File: config.mk
export PLATFORM = sky130hd
export DESIGN_NAME = drive_run_input_logic
export DESIGN_NICKNAME = d
export VERILOG_FILES = /design/src/hdl/drive_run_input_logic.v /design/src/hdl/input_sync.v
export VERILOG_INCLUDE_DIRS = /design/src /design/src/hdl
export SDC_FILE = /design/constraint.sdc
export NUM_CORES = 2
export LEC_CHECK = 0
export ABC_AREA = 0
export BUFFER_PORTS_ARGS = -buffer_cell sky130_fd_sc_hd__buf_2
export CORE_MARGIN = 2
export CORE_UTILIZATION = 35
export CTS_CLUSTER_SIZE = 20
export DETAILED_ROUTE_END_ITERATION = 6
export GPL_TIMING_DRIVEN = 0
export PLACE_DENSITY_LB_ADDON = 0.2
export SLEW_MARGIN = 10
export SYNTH_ARGS = -nofsm -noshare
export SYNTH_HDL_FRONTEND = slang
export SYNTH_SLANG_ARGS = --single-unit
File: constraint.sdc
create_clock -name clk -period 29.8 [get_ports clk]
set_clock_uncertainty 0.05 [all_clocks]
set_input_delay 4.47 -clock clk [delete_from_list [all_inputs] [get_ports clk]]
set_output_delay 4.47 -clock clk [all_outputs]
set_load 0.01 [all_outputs]
File: src/hdl/drive_run_defs.vh
// Constants for the drive run-input logic: register offsets, field positions, reset values.
// Assumes a 32-bit AXI4-Lite register bus with word-aligned registers.
`ifndef DRIVE_RUN_DEFS_VH
`define DRIVE_RUN_DEFS_VH

`define ADDR_CONFIG        8'h00
`define ADDR_ASSIGN        8'h04
`define ADDR_SPEED_CMD     8'h08
`define ADDR_MULT          8'h0C
`define ADDR_OSPD_LEVEL    8'h10
`define ADDR_PRETRQ_CMD    8'h14
`define ADDR_PRETRQ_HOLD   8'h18
`define ADDR_STATUS        8'h1C
`define ADDR_SPEED_OUT     8'h20
`define ADDR_FAULT_OUT     8'h24
`define ADDR_DECEL3        8'h28

`define CFG_SLOWDOWN_THRESHOLD_MODE_LSB  0
`define CFG_OSPD_SRC_BIT   2
`define CFG_DIR_CONFIRM    3
`define CFG_SERIAL_MODE_LSB 4
`define SLOWDOWN_THRESHOLD_MODE_ONE      2'd0
`define SERIAL_MODE_TWO    2'd2
`define SAFE_OFF_INPUT     4'd9

`define MULT_RESET         16'h0100
`define SLVERR             2'b10
`define OKAY               2'b00

`endif

File: src/hdl/drive_run_input_logic.v
// Run-control logic: interprets controller logic inputs, exposes settings over AXI4-Lite.
// Assumes inputs are asynchronous pins; speed and torque values are signed 16-bit words.
//
// Our own choices: the register addresses and the AXI4-Lite slave port.
`timescale 1ns/1ps
`include "drive_run_defs.vh"
module drive_run_input_logic
(
	input  wire        clk,
	input  wire        rst,
	input  wire        drive_enable,
	input  wire        run_in,
	input  wire        run_up,
	input  wire        run_down,
	input  wire        quick_stop,
	input  wire        overspeed_test_in,
	input  wire        pretorque_latch,
	input  wire        slowdown_threshold_in2,
	input  wire        recommended_travel,
	input  wire        scurve_sel0,
	input  wire        scurve_sel1,
	input  wire        serial_inspection_enable,
	input  wire        brake_lifting,
	input  wire        encoder_forward,
	input  wire        encoder_step,
	input  wire [31:0] s_axi_awaddr,
	input  wire        s_axi_awvalid,
	output reg         s_axi_awready,
	input  wire [31:0] s_axi_wdata,
	input  wire [3:0]  s_axi_wstrb,
	input  wire        s_axi_wvalid,
	output reg         s_axi_wready,
	output reg  [1:0]  s_axi_bresp,
	output reg         s_axi_bvalid,
	input  wire        s_axi_bready,
	input  wire [31:0] s_axi_araddr,
	input  wire        s_axi_arvalid,
	output reg         s_axi_arready,
	output reg  [31:0] s_axi_rdata,
	output reg  [1:0]  s_axi_rresp,
	output reg         s_axi_rvalid,
	input  wire        s_axi_rready,
	output reg         run_active,
	output reg         speed_negative,
	output reg         quick_stop_active,
	output reg  [1:0]  decel_set,
	output reg  [1:0]  scurve_set,
	output reg         slowdown2_active,
	output reg         inspection_run,
	output reg  [15:0] speed_ref,
	output reg  [15:0] overspeed_fault_level,
	output reg  [15:0] pretorque_hold
);
	localparam DECEL_SET_QUICK = 2'd2;
	localparam PIN_COUNT       = 15;
	wire [PIN_COUNT-1:0] lvl;
	wire [PIN_COUNT-1:0] rse;
	wire [PIN_COUNT-1:0] pins;
	assign pins = {run_in, drive_enable, encoder_step, encoder_forward, brake_lifting,
		serial_inspection_enable, scurve_sel1, scurve_sel0, recommended_travel,
		slowdown_threshold_in2, pretorque_latch, overspeed_test_in, quick_stop, run_down,
		run_up};
	genvar gi;
	generate
		for (gi = 0; gi < PIN_COUNT; gi = gi + 1)
		begin : g_sync
			input_sync u_sync
			(
				.clk   (clk),
				.rst   (rst),
				.pin   (pins[gi]),
				.level (lvl[gi]),
				.rise  (rse[gi])
			);
		end
	endgenerate
	wire en_lvl  = lvl[13];
	wire run_lvl = lvl[14];
	wire up_l    = lvl[0];
	wire down_l  = lvl[1];
	wire qs_rise = rse[2];
	wire ot_rise = rse[3];
	wire pt_rise = rse[4];
	wire sd2_l   = lvl[5];
	wire rt_l    = lvl[6];
	wire sc0_l   = lvl[7];
	wire sc1_l   = lvl[8];
	wire insp_l  = lvl[9];
	wire brk_l   = lvl[10];
	wire encf_l  = lvl[11];
	wire encs_r  = rse[12];
	// Software-visible settings.
	reg  [1:0]  slowdown_threshold_mode;
	reg         ospd_src_ext;
	reg         dir_confirm;
	reg  [1:0]  serial_mode;
	reg         assign_refused;
	reg  [15:0] speed_cmd;
	reg  [15:0] overspeed_multiplier;
	reg  [15:0] overspeed_level;
	reg  [15:0] pretorque_cmd;
	reg  [15:0] third_decel_rate;
	reg  [7:0]  third_decel_jerk_entry;
	reg  [7:0]  third_decel_jerk_exit;
	// Run state.
	reg                    ospd_armed;
	reg                    ospd_in_run;
	reg                    qs_hold;
	reg                    travel_down;
	wire dir_conflict = up_l & down_l;
	wire dir_request  = (up_l | down_l) & ~dir_conflict;
	wire next_run     = en_lvl & (run_lvl | dir_request);
	// With confirmation on and recommended travel off, the analog command keeps its sign.
	wire next_neg     = rt_l ? travel_down :
		(dir_confirm ? speed_cmd[15] : (down_l & ~dir_conflict));
	wire [31:0] mult_speed = $signed(speed_cmd) * $signed({1'b0, overspeed_multiplier});
	wire [31:0] mult_level = overspeed_level * overspeed_multiplier;
	wire [15:0] base_speed = ospd_in_run ? mult_speed[23:8] : speed_cmd;
	wire [15:0] mag        = base_speed[15] ? (16'h0000 - base_speed) : base_speed;
	always @(posedge clk or posedge rst)
	begin
		if (rst)
		begin
			run_active            <= 1'b0;
			speed_negative        <= 1'b0;
			quick_stop_active     <= 1'b0;
			decel_set             <= 2'd0;
			scurve_set            <= 2'd0;
			slowdown2_active      <= 1'b0;
			inspection_run        <= 1'b0;
			speed_ref             <= 16'h0000;
			overspeed_fault_level <= 16'h0000;
			pretorque_hold        <= 16'h0000;
			ospd_armed            <= 1'b0;
			ospd_in_run           <= 1'b0;
			qs_hold               <= 1'b0;
			travel_down           <= 1'b0;
		end
		else
		begin
			run_active     <= next_run;
			speed_negative <= next_neg;
			scurve_set     <= {sc1_l, sc0_l};
			slowdown2_active <= sd2_l & (slowdown_threshold_mode != `SLOWDOWN_THRESHOLD_MODE_ONE);
			inspection_run <= insp_l & (serial_mode == `SERIAL_MODE_TWO);
			if (pt_rise)
				pretorque_hold <= pretorque_cmd;
			// Arming is edge-only, so a held-true input cannot re-arm.
			if (ospd_src_ext && ot_rise && !ospd_in_run)
				ospd_armed <= 1'b1;
			if (!run_active && next_run && ospd_armed)
			begin
				ospd_in_run <= 1'b1;
				ospd_armed  <= 1'b0;
			end
			else if (run_active && !next_run)
				ospd_in_run <= 1'b0;
			if (!next_run)
				qs_hold <= 1'b0;
			else if (qs_rise)
				qs_hold <= 1'b1;
			quick_stop_active <= next_run & (qs_hold | qs_rise);
			decel_set <= (qs_hold | qs_rise) ? DECEL_SET_QUICK : {sc1_l, sc0_l};
			// Encoder drift while the brake lifts shows the load's free direction.
			if (run_active && rt_l && brk_l && encs_r)
				travel_down <= ~encf_l;
			if (!next_run || qs_hold || qs_rise)
				speed_ref <= 16'h0000;
			else
				speed_ref <= next_neg ? (16'h0000 - mag) : mag;
			overspeed_fault_level <= ospd_in_run ? mult_level[23:8] : overspeed_level;
		end
	end
	// AXI4-Lite slave: a write completes once address and data are both held.
	reg        aw_held;
	reg        w_held;
	reg [7:0]  aw_addr;
	reg [31:0] w_data;
	reg [3:0]  w_strb;
	function [15:0] merge16;
		input [15:0] old;
		input [31:0] data;
		input [3:0]  strb;
		begin
			merge16 = {strb[1] ? data[15:8] : old[15:8], strb[0] ? data[7:0] : old[7:0]};
		end
	endfunction

	always @(posedge clk or posedge rst)
	begin
		if (rst)
		begin
			s_axi_awready          <= 1'b0;
			s_axi_wready           <= 1'b0;
			s_axi_bvalid           <= 1'b0;
			s_axi_bresp            <= `OKAY;
			aw_held                <= 1'b0;
			w_held                 <= 1'b0;
			aw_addr                <= 8'h00;
			w_data                 <= 32'h0000_0000;
			w_strb                 <= 4'h0;
			slowdown_threshold_mode              <= `SLOWDOWN_THRESHOLD_MODE_ONE;
			ospd_src_ext           <= 1'b0;
			dir_confirm            <= 1'b0;
			serial_mode            <= 2'd0;
			assign_refused         <= 1'b0;
			speed_cmd              <= 16'h0000;
			overspeed_multiplier   <= `MULT_RESET;
			overspeed_level        <= 16'h0000;
			pretorque_cmd          <= 16'h0000;
			third_decel_rate       <= 16'h0000;
			third_decel_jerk_entry <= 8'h00;
			third_decel_jerk_exit  <= 8'h00;
		end
		else
		begin
			s_axi_awready <= ~aw_held & ~s_axi_awready & s_axi_awvalid & ~s_axi_bvalid;
			s_axi_wready  <= ~w_held & ~s_axi_wready & s_axi_wvalid & ~s_axi_bvalid;
			if (s_axi_awvalid && s_axi_awready)
			begin
				aw_held <= 1'b1;
				aw_addr <= s_axi_awaddr[7:0];
			end
			if (s_axi_wvalid && s_axi_wready)
			begin
				w_held <= 1'b1;
				w_data <= s_axi_wdata;
				w_strb <= s_axi_wstrb;
			end
			if (s_axi_bvalid && s_axi_bready)
				s_axi_bvalid <= 1'b0;
			if (aw_held && w_held && !s_axi_bvalid)
			begin
				aw_held      <= 1'b0;
				w_held       <= 1'b0;
				s_axi_bvalid <= 1'b1;
				s_axi_bresp  <= `OKAY;
				case (aw_addr)
				`ADDR_CONFIG:
					if (w_strb[0])
					begin
						slowdown_threshold_mode    <= w_data[`CFG_SLOWDOWN_THRESHOLD_MODE_LSB+1:`CFG_SLOWDOWN_THRESHOLD_MODE_LSB];
						ospd_src_ext <= w_data[`CFG_OSPD_SRC_BIT];
						dir_confirm  <= w_data[`CFG_DIR_CONFIRM];
						serial_mode  <= w_data[`CFG_SERIAL_MODE_LSB+1:`CFG_SERIAL_MODE_LSB];
					end
				`ADDR_ASSIGN:
					if (w_strb[0])
					begin
						// Safe-off is hard-wired to one terminal; moving it is refused.
						assign_refused <= (w_data[3:0] != `SAFE_OFF_INPUT);
						if (w_data[3:0] != `SAFE_OFF_INPUT)
							s_axi_bresp <= `SLVERR;
					end
				`ADDR_SPEED_CMD:   speed_cmd <= merge16(speed_cmd, w_data, w_strb);
				`ADDR_MULT:
					overspeed_multiplier <= merge16(overspeed_multiplier, w_data, w_strb);
				`ADDR_OSPD_LEVEL:
					overspeed_level <= merge16(overspeed_level, w_data, w_strb);
				`ADDR_PRETRQ_CMD:  pretorque_cmd <= merge16(pretorque_cmd, w_data, w_strb);
				`ADDR_DECEL3:
				begin
					third_decel_rate <= merge16(third_decel_rate, w_data, w_strb);
					if (w_strb[2])
						third_decel_jerk_entry <= w_data[23:16];
					if (w_strb[3])
						third_decel_jerk_exit <= w_data[31:24];
				end
				`ADDR_PRETRQ_HOLD, `ADDR_STATUS, `ADDR_SPEED_OUT, `ADDR_FAULT_OUT: ;
				default: s_axi_bresp <= `SLVERR;
				endcase
			end
		end
	end

	always @(posedge clk or posedge rst)
	begin
		if (rst)
		begin
			s_axi_arready <= 1'b0;
			s_axi_rvalid  <= 1'b0;
			s_axi_rdata   <= 32'h0000_0000;
			s_axi_rresp   <= `OKAY;
		end
		else
		begin
			s_axi_arready <= s_axi_arvalid & ~s_axi_arready & ~s_axi_rvalid;
			if (s_axi_rvalid && s_axi_rready)
				s_axi_rvalid <= 1'b0;
			if (s_axi_arvalid && s_axi_arready)
			begin
				s_axi_rvalid <= 1'b1;
				s_axi_rresp  <= `OKAY;
				case (s_axi_araddr[7:0])
				`ADDR_CONFIG: s_axi_rdata <= {26'd0, serial_mode, dir_confirm, ospd_src_ext,
					slowdown_threshold_mode};
				`ADDR_ASSIGN:      s_axi_rdata <= {27'd0, assign_refused, `SAFE_OFF_INPUT};
				`ADDR_SPEED_CMD:   s_axi_rdata <= {16'd0, speed_cmd};
				`ADDR_MULT:        s_axi_rdata <= {16'd0, overspeed_multiplier};
				`ADDR_OSPD_LEVEL:  s_axi_rdata <= {16'd0, overspeed_level};
				`ADDR_PRETRQ_CMD:  s_axi_rdata <= {16'd0, pretorque_cmd};
				`ADDR_PRETRQ_HOLD: s_axi_rdata <= {16'd0, pretorque_hold};
				`ADDR_STATUS: s_axi_rdata <= {20'd0, scurve_set, decel_set, inspection_run,
					slowdown2_active, travel_down, qs_hold, ospd_in_run, ospd_armed,
					speed_negative, run_active};
				`ADDR_SPEED_OUT:   s_axi_rdata <= {16'd0, speed_ref};
				`ADDR_FAULT_OUT:   s_axi_rdata <= {16'd0, overspeed_fault_level};
				`ADDR_DECEL3: s_axi_rdata <= {third_decel_jerk_exit, third_decel_jerk_entry,
					third_decel_rate};
				default:
				begin
					s_axi_rdata <= 32'h0000_0000;
					s_axi_rresp <= `SLVERR;
				end
				endcase
			end
		end
	end

endmodule

File: src/hdl/input_sync.v
// Three-stage synchroniser with agreement filter for one pin input.
// Assumes the pin is asynchronous to clk; output is a clean level plus a rise pulse.
`timescale 1ns/1ps
module input_sync
(
	input  wire clk,
	input  wire rst,
	input  wire pin,
	output reg  level,
	output reg  rise
);
	reg s1;
	reg s2;
	reg s3;

	// Only the second and third stages are compared; the first feeds s2 alone.
	always @(posedge clk or posedge rst)
	begin
		if (rst)
		begin
			s1    <= 1'b0;
			s2    <= 1'b0;
			s3    <= 1'b0;
			level <= 1'b0;
			rise  <= 1'b0;
		end
		else
		begin
			s1   <= pin;
			s2   <= s1;
			s3   <= s2;
			rise <= 1'b0;
			if (s2 == s3 && s3 != level)
			begin
				level <= s3;
				rise  <= s3;
			end
		end
	end
endmodule

; Yosys cells after proc, flatten, opt, wreduce, memory -nomap -nowiden
; Index checks and enable logic that the tools add are counted.
[totals]
inputBits = 122
output_inout_bits = 98
ff_bits = 315
[op_classes]
n_eq_ne = 53
bitwise = 27
mux = 31
addsub = 2
reduce_logical = 61
n_mul = 2
[ops]
columns = cell, n
row1 = 32-bit case mux with 11 select lines, 1
row2 = 16-bit 2-to-1 mux, 5
row3 = "8-bit by 5-bit == test with 1-bit output, second input constant", 8
row4 = "8-bit by 6-bit == test with 1-bit output, second input constant", 6
row5 = 3-bit AND reduction, 14
row6 = "8-bit by 4-bit == test with 1-bit output, second input constant", 4
row7 = "1-bit by 16-bit subtractor with 16-bit output, first input constant", 2
row8 = 1-bit logical AND, 30
row9 = 16-bit by 16-bit multiplier with 24-bit output, 1
row10 = 16-bit by 17-bit multiplier with 24-bit output, 1
row11 = 1-bit 2-to-1 mux, 20
row12 = "8-bit by 3-bit == test with 1-bit output, second input constant", 2
row13 = 8-bit logical NOT, 2
row14 = 1-bit bitwise AND, 15
row15 = 1-bit == test, 15
row16 = 1-bit inequality test, 15
row17 = 2-bit nonzero test, 7
row18 = 11-bit OR reduction, 1
row19 = 10-bit OR reduction, 1
row20 = 1-bit NOT, 9
row21 = 2-bit 2-to-1 mux, 4
row22 = 1-bit logical NOT, 4
row23 = "4-bit inequality test, second input constant", 1
row24 = 2-bit case mux with 2 select lines, 1
row25 = other kinds (4), 7

; Longest topological paths before layout
[logic_depth]
ltp_word = 9
mapped_depth = 32
ltp_nobuf = 27

; Cells and area by module
; From an unflattened synthesis, not the netlist that was laid out.
[unflattened]
hier_cells = 2613
area_unflattened_um2 = 27147.3
[modules_own_cells]
columns = module, cells_each, instances, seq_area_each_um2, area_each_um2
row1 = drive_run_input_logic, 2493, 1, 6232.2, 24895.1
row2 = input_sync, 8, 15, 125.1, 150.1

; Least setup slack after synthesis
; No wires, ideal clock.
[synth_timing]
path_type = register to register
from = reg overspeed_multiplier[8]
to = reg speed_ref[14]
stages_incl_launch_ff = 31
t_arrival_ns = 7.595
t_required_ns = 29.622
slack_ns = 22.027
synth_period_minus_slack_ns = 7.773
setup_ns = 0.128
cell_sequence = dfstp_2 -> clkbuf_1 -> clkbuf_1 -> nand2_1 -> fa_1 -> fa_1 -> fa_1 -> fa_1 -> inv_1 -> fa_1 -> inv_1 -> fa_1 -> inv_1 -> ha_1 -> buf_6 -> a21oi_4 -> o221ai_2 -> a2111oi_4 -> a21boi_4 -> o211ai_4 -> a211o_1 -> o211ai_2 -> buf_6 -> buf_2 -> mux2i_1 -> ha_1 -> o31ai_2 -> nor4_2 -> and4_1 -> or3_1 -> a21oi_1
[synth_between]
elab_chain_len = 7
[synth_rtl]
columns = element, line
row1 = "start, declared", drive_run_input_logic.v:99  ; reg [15:0] overspeed_multiplier;
row2 = "start signal, assigned", drive_run_input_logic.v:208  ; overspeed_multiplier <= `MULT_RESET;
row3 = "start signal, assigned", drive_run_input_logic.v:257  ; overspeed_multiplier <= merge16(overspeed_multiplier, w_data, w_strb);
row4 = 16-bit by 17-bit multiplier with 24-bit output *, drive_run_input_logic.v:116  ; wire [31:0] mult_speed = $signed(speed_cmd) * $signed({1'b0, overspeed_multiplier});
row5 = 16-bit 2-to-1 mux *, drive_run_input_logic.v:118  ; wire [15:0] base_speed = ospd_in_run ? mult_speed[23:8] : speed_cmd;
row6 = 1-bit by 16-bit subtractor with 16-bit output, drive_run_input_logic.v:119  ; wire [15:0] mag = base_speed[15] ? (16'h0000 - base_speed) : base_speed;
row7 = 16-bit 2-to-1 mux *, drive_run_input_logic.v:119
row8 = 1-bit by 16-bit subtractor with 16-bit output, drive_run_input_logic.v:170  ; speed_ref <= next_neg ? (16'h0000 - mag) : mag;
row9 = 16-bit 2-to-1 mux *, drive_run_input_logic.v:170
row10 = 16-bit 2-to-1 mux *, drive_run_input_logic.v:167  ; if (!next_run || qs_hold || qs_rise)
row11 = "end signal, assigned", drive_run_input_logic.v:170
row12 = "end, declared", drive_run_input_logic.v:50  ; output reg [15:0] speed_ref,
; Mark *: on every way between the ends. The rest lies on a longest branch, timed or not.
; A chain may end at the register's enable or synchronous reset.

; Worst setup path after layout
[layout_timing]
from = reg overspeed_multiplier[9]
to = reg speed_ref[14]
; The elaborated chain is that of the path after synthesis.

==> flow_summary_export.csv <==
group,metric,value,unit
timing,fin_ws,20.10,ns
timing,period_share,32.56,%
global_routing,grt_start_max_net_pins,116,
setup_path,reg2reg_slack,20.10,ns
setup_path,critPathMostFrequentCell,"fa_1",
logic_synthesis,synth_top_area_share,28.87,%
job,cap_violations,0,
die,fp.dieW,282.0,um
cells_and_area,multiInputGateArea,0.01703,mm2
global_routing,grt_use_total,21.78,%
cells_and_area,regArea,0.007834,mm2
clock_tree,cts_resized,0,
detailed_routing,vias,19941,
clock_tree,insertion_delay,0.58,ns
clock_tree,clockRootBuffer,"clkbuf_16",
logic_synthesis,synth_compound_area_share,7.556,%
setup_path,crit_path_end_kind,"flip-flop",
timing,timing.fmax,103.1,MHz
cells_and_area,drive_gt1_share,15.41,%
die,num_rows,101,
power,peakVddDrop,0.04948,mV
logic_synthesis,synth_common_cells,"433 x inv_1, 341 x nand2_1, 335 x fa_1",
cells_and_area,areaGrowthSynthToFinish,11.88,%
logic_synthesis,yosys.area_share.simple,13.37,%
clock_tree,htree_levels,1,
setup_path,crit_path_start,"overspeed_multiplier[9]",
placement,dpl_worst_slack,20.21,ns
setup_path,crit_end,"speed_ref[14]",
setup_path,r2r-start,"overspeed_multiplier[9]",
logic_synthesis,muxShareOfSynthArea,7.588,%
die,die-area,0.07950,mm2
logic_synthesis,synthAdderAreaFrac,32.11,%
timing,maxSlewHeadroom,28.65,%
logic_synthesis,yosys_warnings,0,
logic_synthesis,yosys_most_used_dff,"dfrtp_1",
global_routing,overflow,0,
cells_and_area,final_util,39.70,%
setup_path,setup.worst_path.class,"reg2reg",
worst_hold_path,worstHoldPathType,"reg2reg",
setup_path,crit_path_start_kind,"flip-flop",
timing,hold_viol,0,
die,coreArea,0.07620,mm2
setup_path,r2r-end,"speed_ref[14]",
logic_synthesis,seq_area_frac_synth,28.97,%
clock_tree,path_clk_slew,0.07,ns
placement,dp_hpwl,66730,um
setup_path,arrival,10.14,ns
setup_path,cp.required,30.23,ns
cells_and_area,final_nets,3455,
detailed_routing,drtIter0Drc,1282,
clock_tree,clockBufferDepth,3,
detailed_routing,post_drt_wl_per_cell,21.58,um
clock_tree,clock-sinks,313,
global_routing,grt_pass1_vias,21518,
placement,dp_cells,3850,
placement,gp_congestion,0.9013,
logic_synthesis,synth.most_common_cell,"inv_1",
setup_path,max_stage_delay,0.71,ns
timing,tightest_slew,1.070,ns
timing,fin_crit,9.703,ns
detailed_routing,drc,0,
clock_tree,cts_hold_buffers,0,
logic_synthesis,synthTopCellsByArea,"dfrtp_1 29%, fa_1 25%, mux2_2 7.2%",
logic_synthesis,synth_top_family_by_area,"adder cells",
logic_synthesis,syn_inst,2648,
clock_tree,cts_buffers,30,
cells_and_area,finalNonFillerCells,3906,
setup_path,reg2regPathDepth,30,
die,start_util,35.49,%
setup_path,worst-path-max-fanout,10,
logic_synthesis,ys_ff_latch,313,
logic_synthesis,avgSynthCellArea,10.21,um2
timing,whs,0.2903,ns
logic_synthesis,syn-cell-area,0.02704,mm2
global_routing,grt_pass1_wl,130700,um
logic_synthesis,ys_types,93,
setup_path,slowest_stage,"buf_1",
die,fp.dieH,282.0,um
power,power.density,40.74,mW/mm2
detailed_routing,viasPerCell,5.105,
detailed_routing,wl,84310,um
timing,final-max-slew-violation-count,0,
cells_and_area,finalInstanceArea,0.03025,mm2
logic_synthesis,async_reset_ff_share,100.0,%
logic_synthesis,synth-xor-area-share,2.290,%
clock_tree,cts_tree,"yes",
placement,io_buffers,169,
logic_synthesis,synth.largest_area_cell,"dfrtp_1",
timing,setup_viol,0,
timing,rsz0062_at_grt,"false",
timing,fin_setup_tns,0,ns
detailed_routing,ant_nets,0,
die,pin_count,220,
outcome,outcome,"finished, final reports clean",
detailed_routing,dr.pass1.iters,6,
clock_tree,post_cts_buffers,0,
power,leakagePower,14.41,nW
global_routing,antenna_found_initial,7,
placement,placed_area,0.02925,mm2
cells_and_area,fillerInstances,7590,
power,total_power,1.232,mW
logic_synthesis,synth_edf_count,0,
[area by class of cell]
cell class | count | area share (%)
Multi-Input combinational cell | 1762 | 56.28
Timing Repair Buffer | 171 | 2.978
Clock buffer | 40 | 2.804
Sequential cell | 313 | 25.89
Clock inverter | 15 | 0.5128
Buffer | 141 | 1.869
Antenna cell | 1 | 0.008271
Tap cell | 1030 | 4.260
Inverter | 433 | 5.397
[kinds of logic (layout without fill, tap and decap cells)]
group,after synthesis,count (layout)
simple gates,737,737
buf+inv,574,800
fa+ha+maj,496,496
flops,313,313
compound gates,276,276
mux,182,182
xor+xnor,69,69
other cells,1,3
[report_power, final]
part           leakage, nW  internal [mW]  switching (mW)
sequential            4.10          0.485          0.0777
combinational         9.82          0.112           0.174
clock                0.489          0.218           0.166
[registers in the layout (all words and copies together) (netlist names), 15 cells and up]
signal and count:
g_sync.u_sync.level 15, g_sync.u_sync.s1 15, g_sync.u_sync.s2 15, g_sync.u_sync.s3 15, overspeed_fault_level 16, overspeed_level 16, overspeed_multiplier 16, pretorque_cmd 16
pretorque_hold 16, s_axi_rdata 32, speed_cmd 16, speed_ref 16, third_decel_rate 16, w_data 32
[critical path: cells and delay by family (launching register included)]
| kind | cells | cell delay (ns) |
|---|---|---|
| AO/OA/AOI/OAI | 10 | 2.08 |
| adder cells (fa/ha/maj) | 8 | 3.63 |
| buffers and inverters | 8 | 2.17 |
| flip-flops | 1 | 0.53 |
| multiplexers | 1 | 0.27 |
| AND/OR/NAND/NOR | 3 | 0.88 |
[worst min path at each step]
stage / from / to / slack, ns / cells after the start
after global routing: g_sync[11].u_sync.s1 / g_sync[11].u_sync.s2 / 0.30 / 0
after global placement: g_sync[8].u_sync.s1 / g_sync[8].u_sync.s2 / 0.28 / 0
final: g_sync[11].u_sync.s1 / g_sync[11].u_sync.s2 / 0.29 / 0
after CTS: g_sync[11].u_sync.s1 / g_sync[11].u_sync.s2 / 0.29 / 0
after detailed placement: g_sync[0].u_sync.s1 / g_sync[0].u_sync.s2 / 0.28 / 0
after floorplan: g_sync[0].u_sync.s1 / g_sync[0].u_sync.s2 / 0.28 / 0
[routing by layer]
| metal | wire, um | vias to the layer above | global-route usage [%] |
|---|---|---|---|
| met4 | 2396 | 8 | 6.192 |
| met5 | 40 | - | 0 |
| met3 | 5507 | 152 | 3.770 |
| met1 | 36110 | 10292 | 29.14 |
| met2 | 40260 | 644 | 36.24 |
| li1 | - | 8845 | - |
[cells in the final DEF, fill, tap and decap left out, types with 51 or more instances in the layout]
master	instances
and2_1	193
buf_2	177
clkbuf_1	127
dfrtp_1	312
fa_1	335
ha_1	146
inv_1	432
mux2_2	173
nand2_1	341
nor2_1	75
o21ai_0	51
xnor2_1	54
No activity file was read; power rests on OpenSTA's default activity.
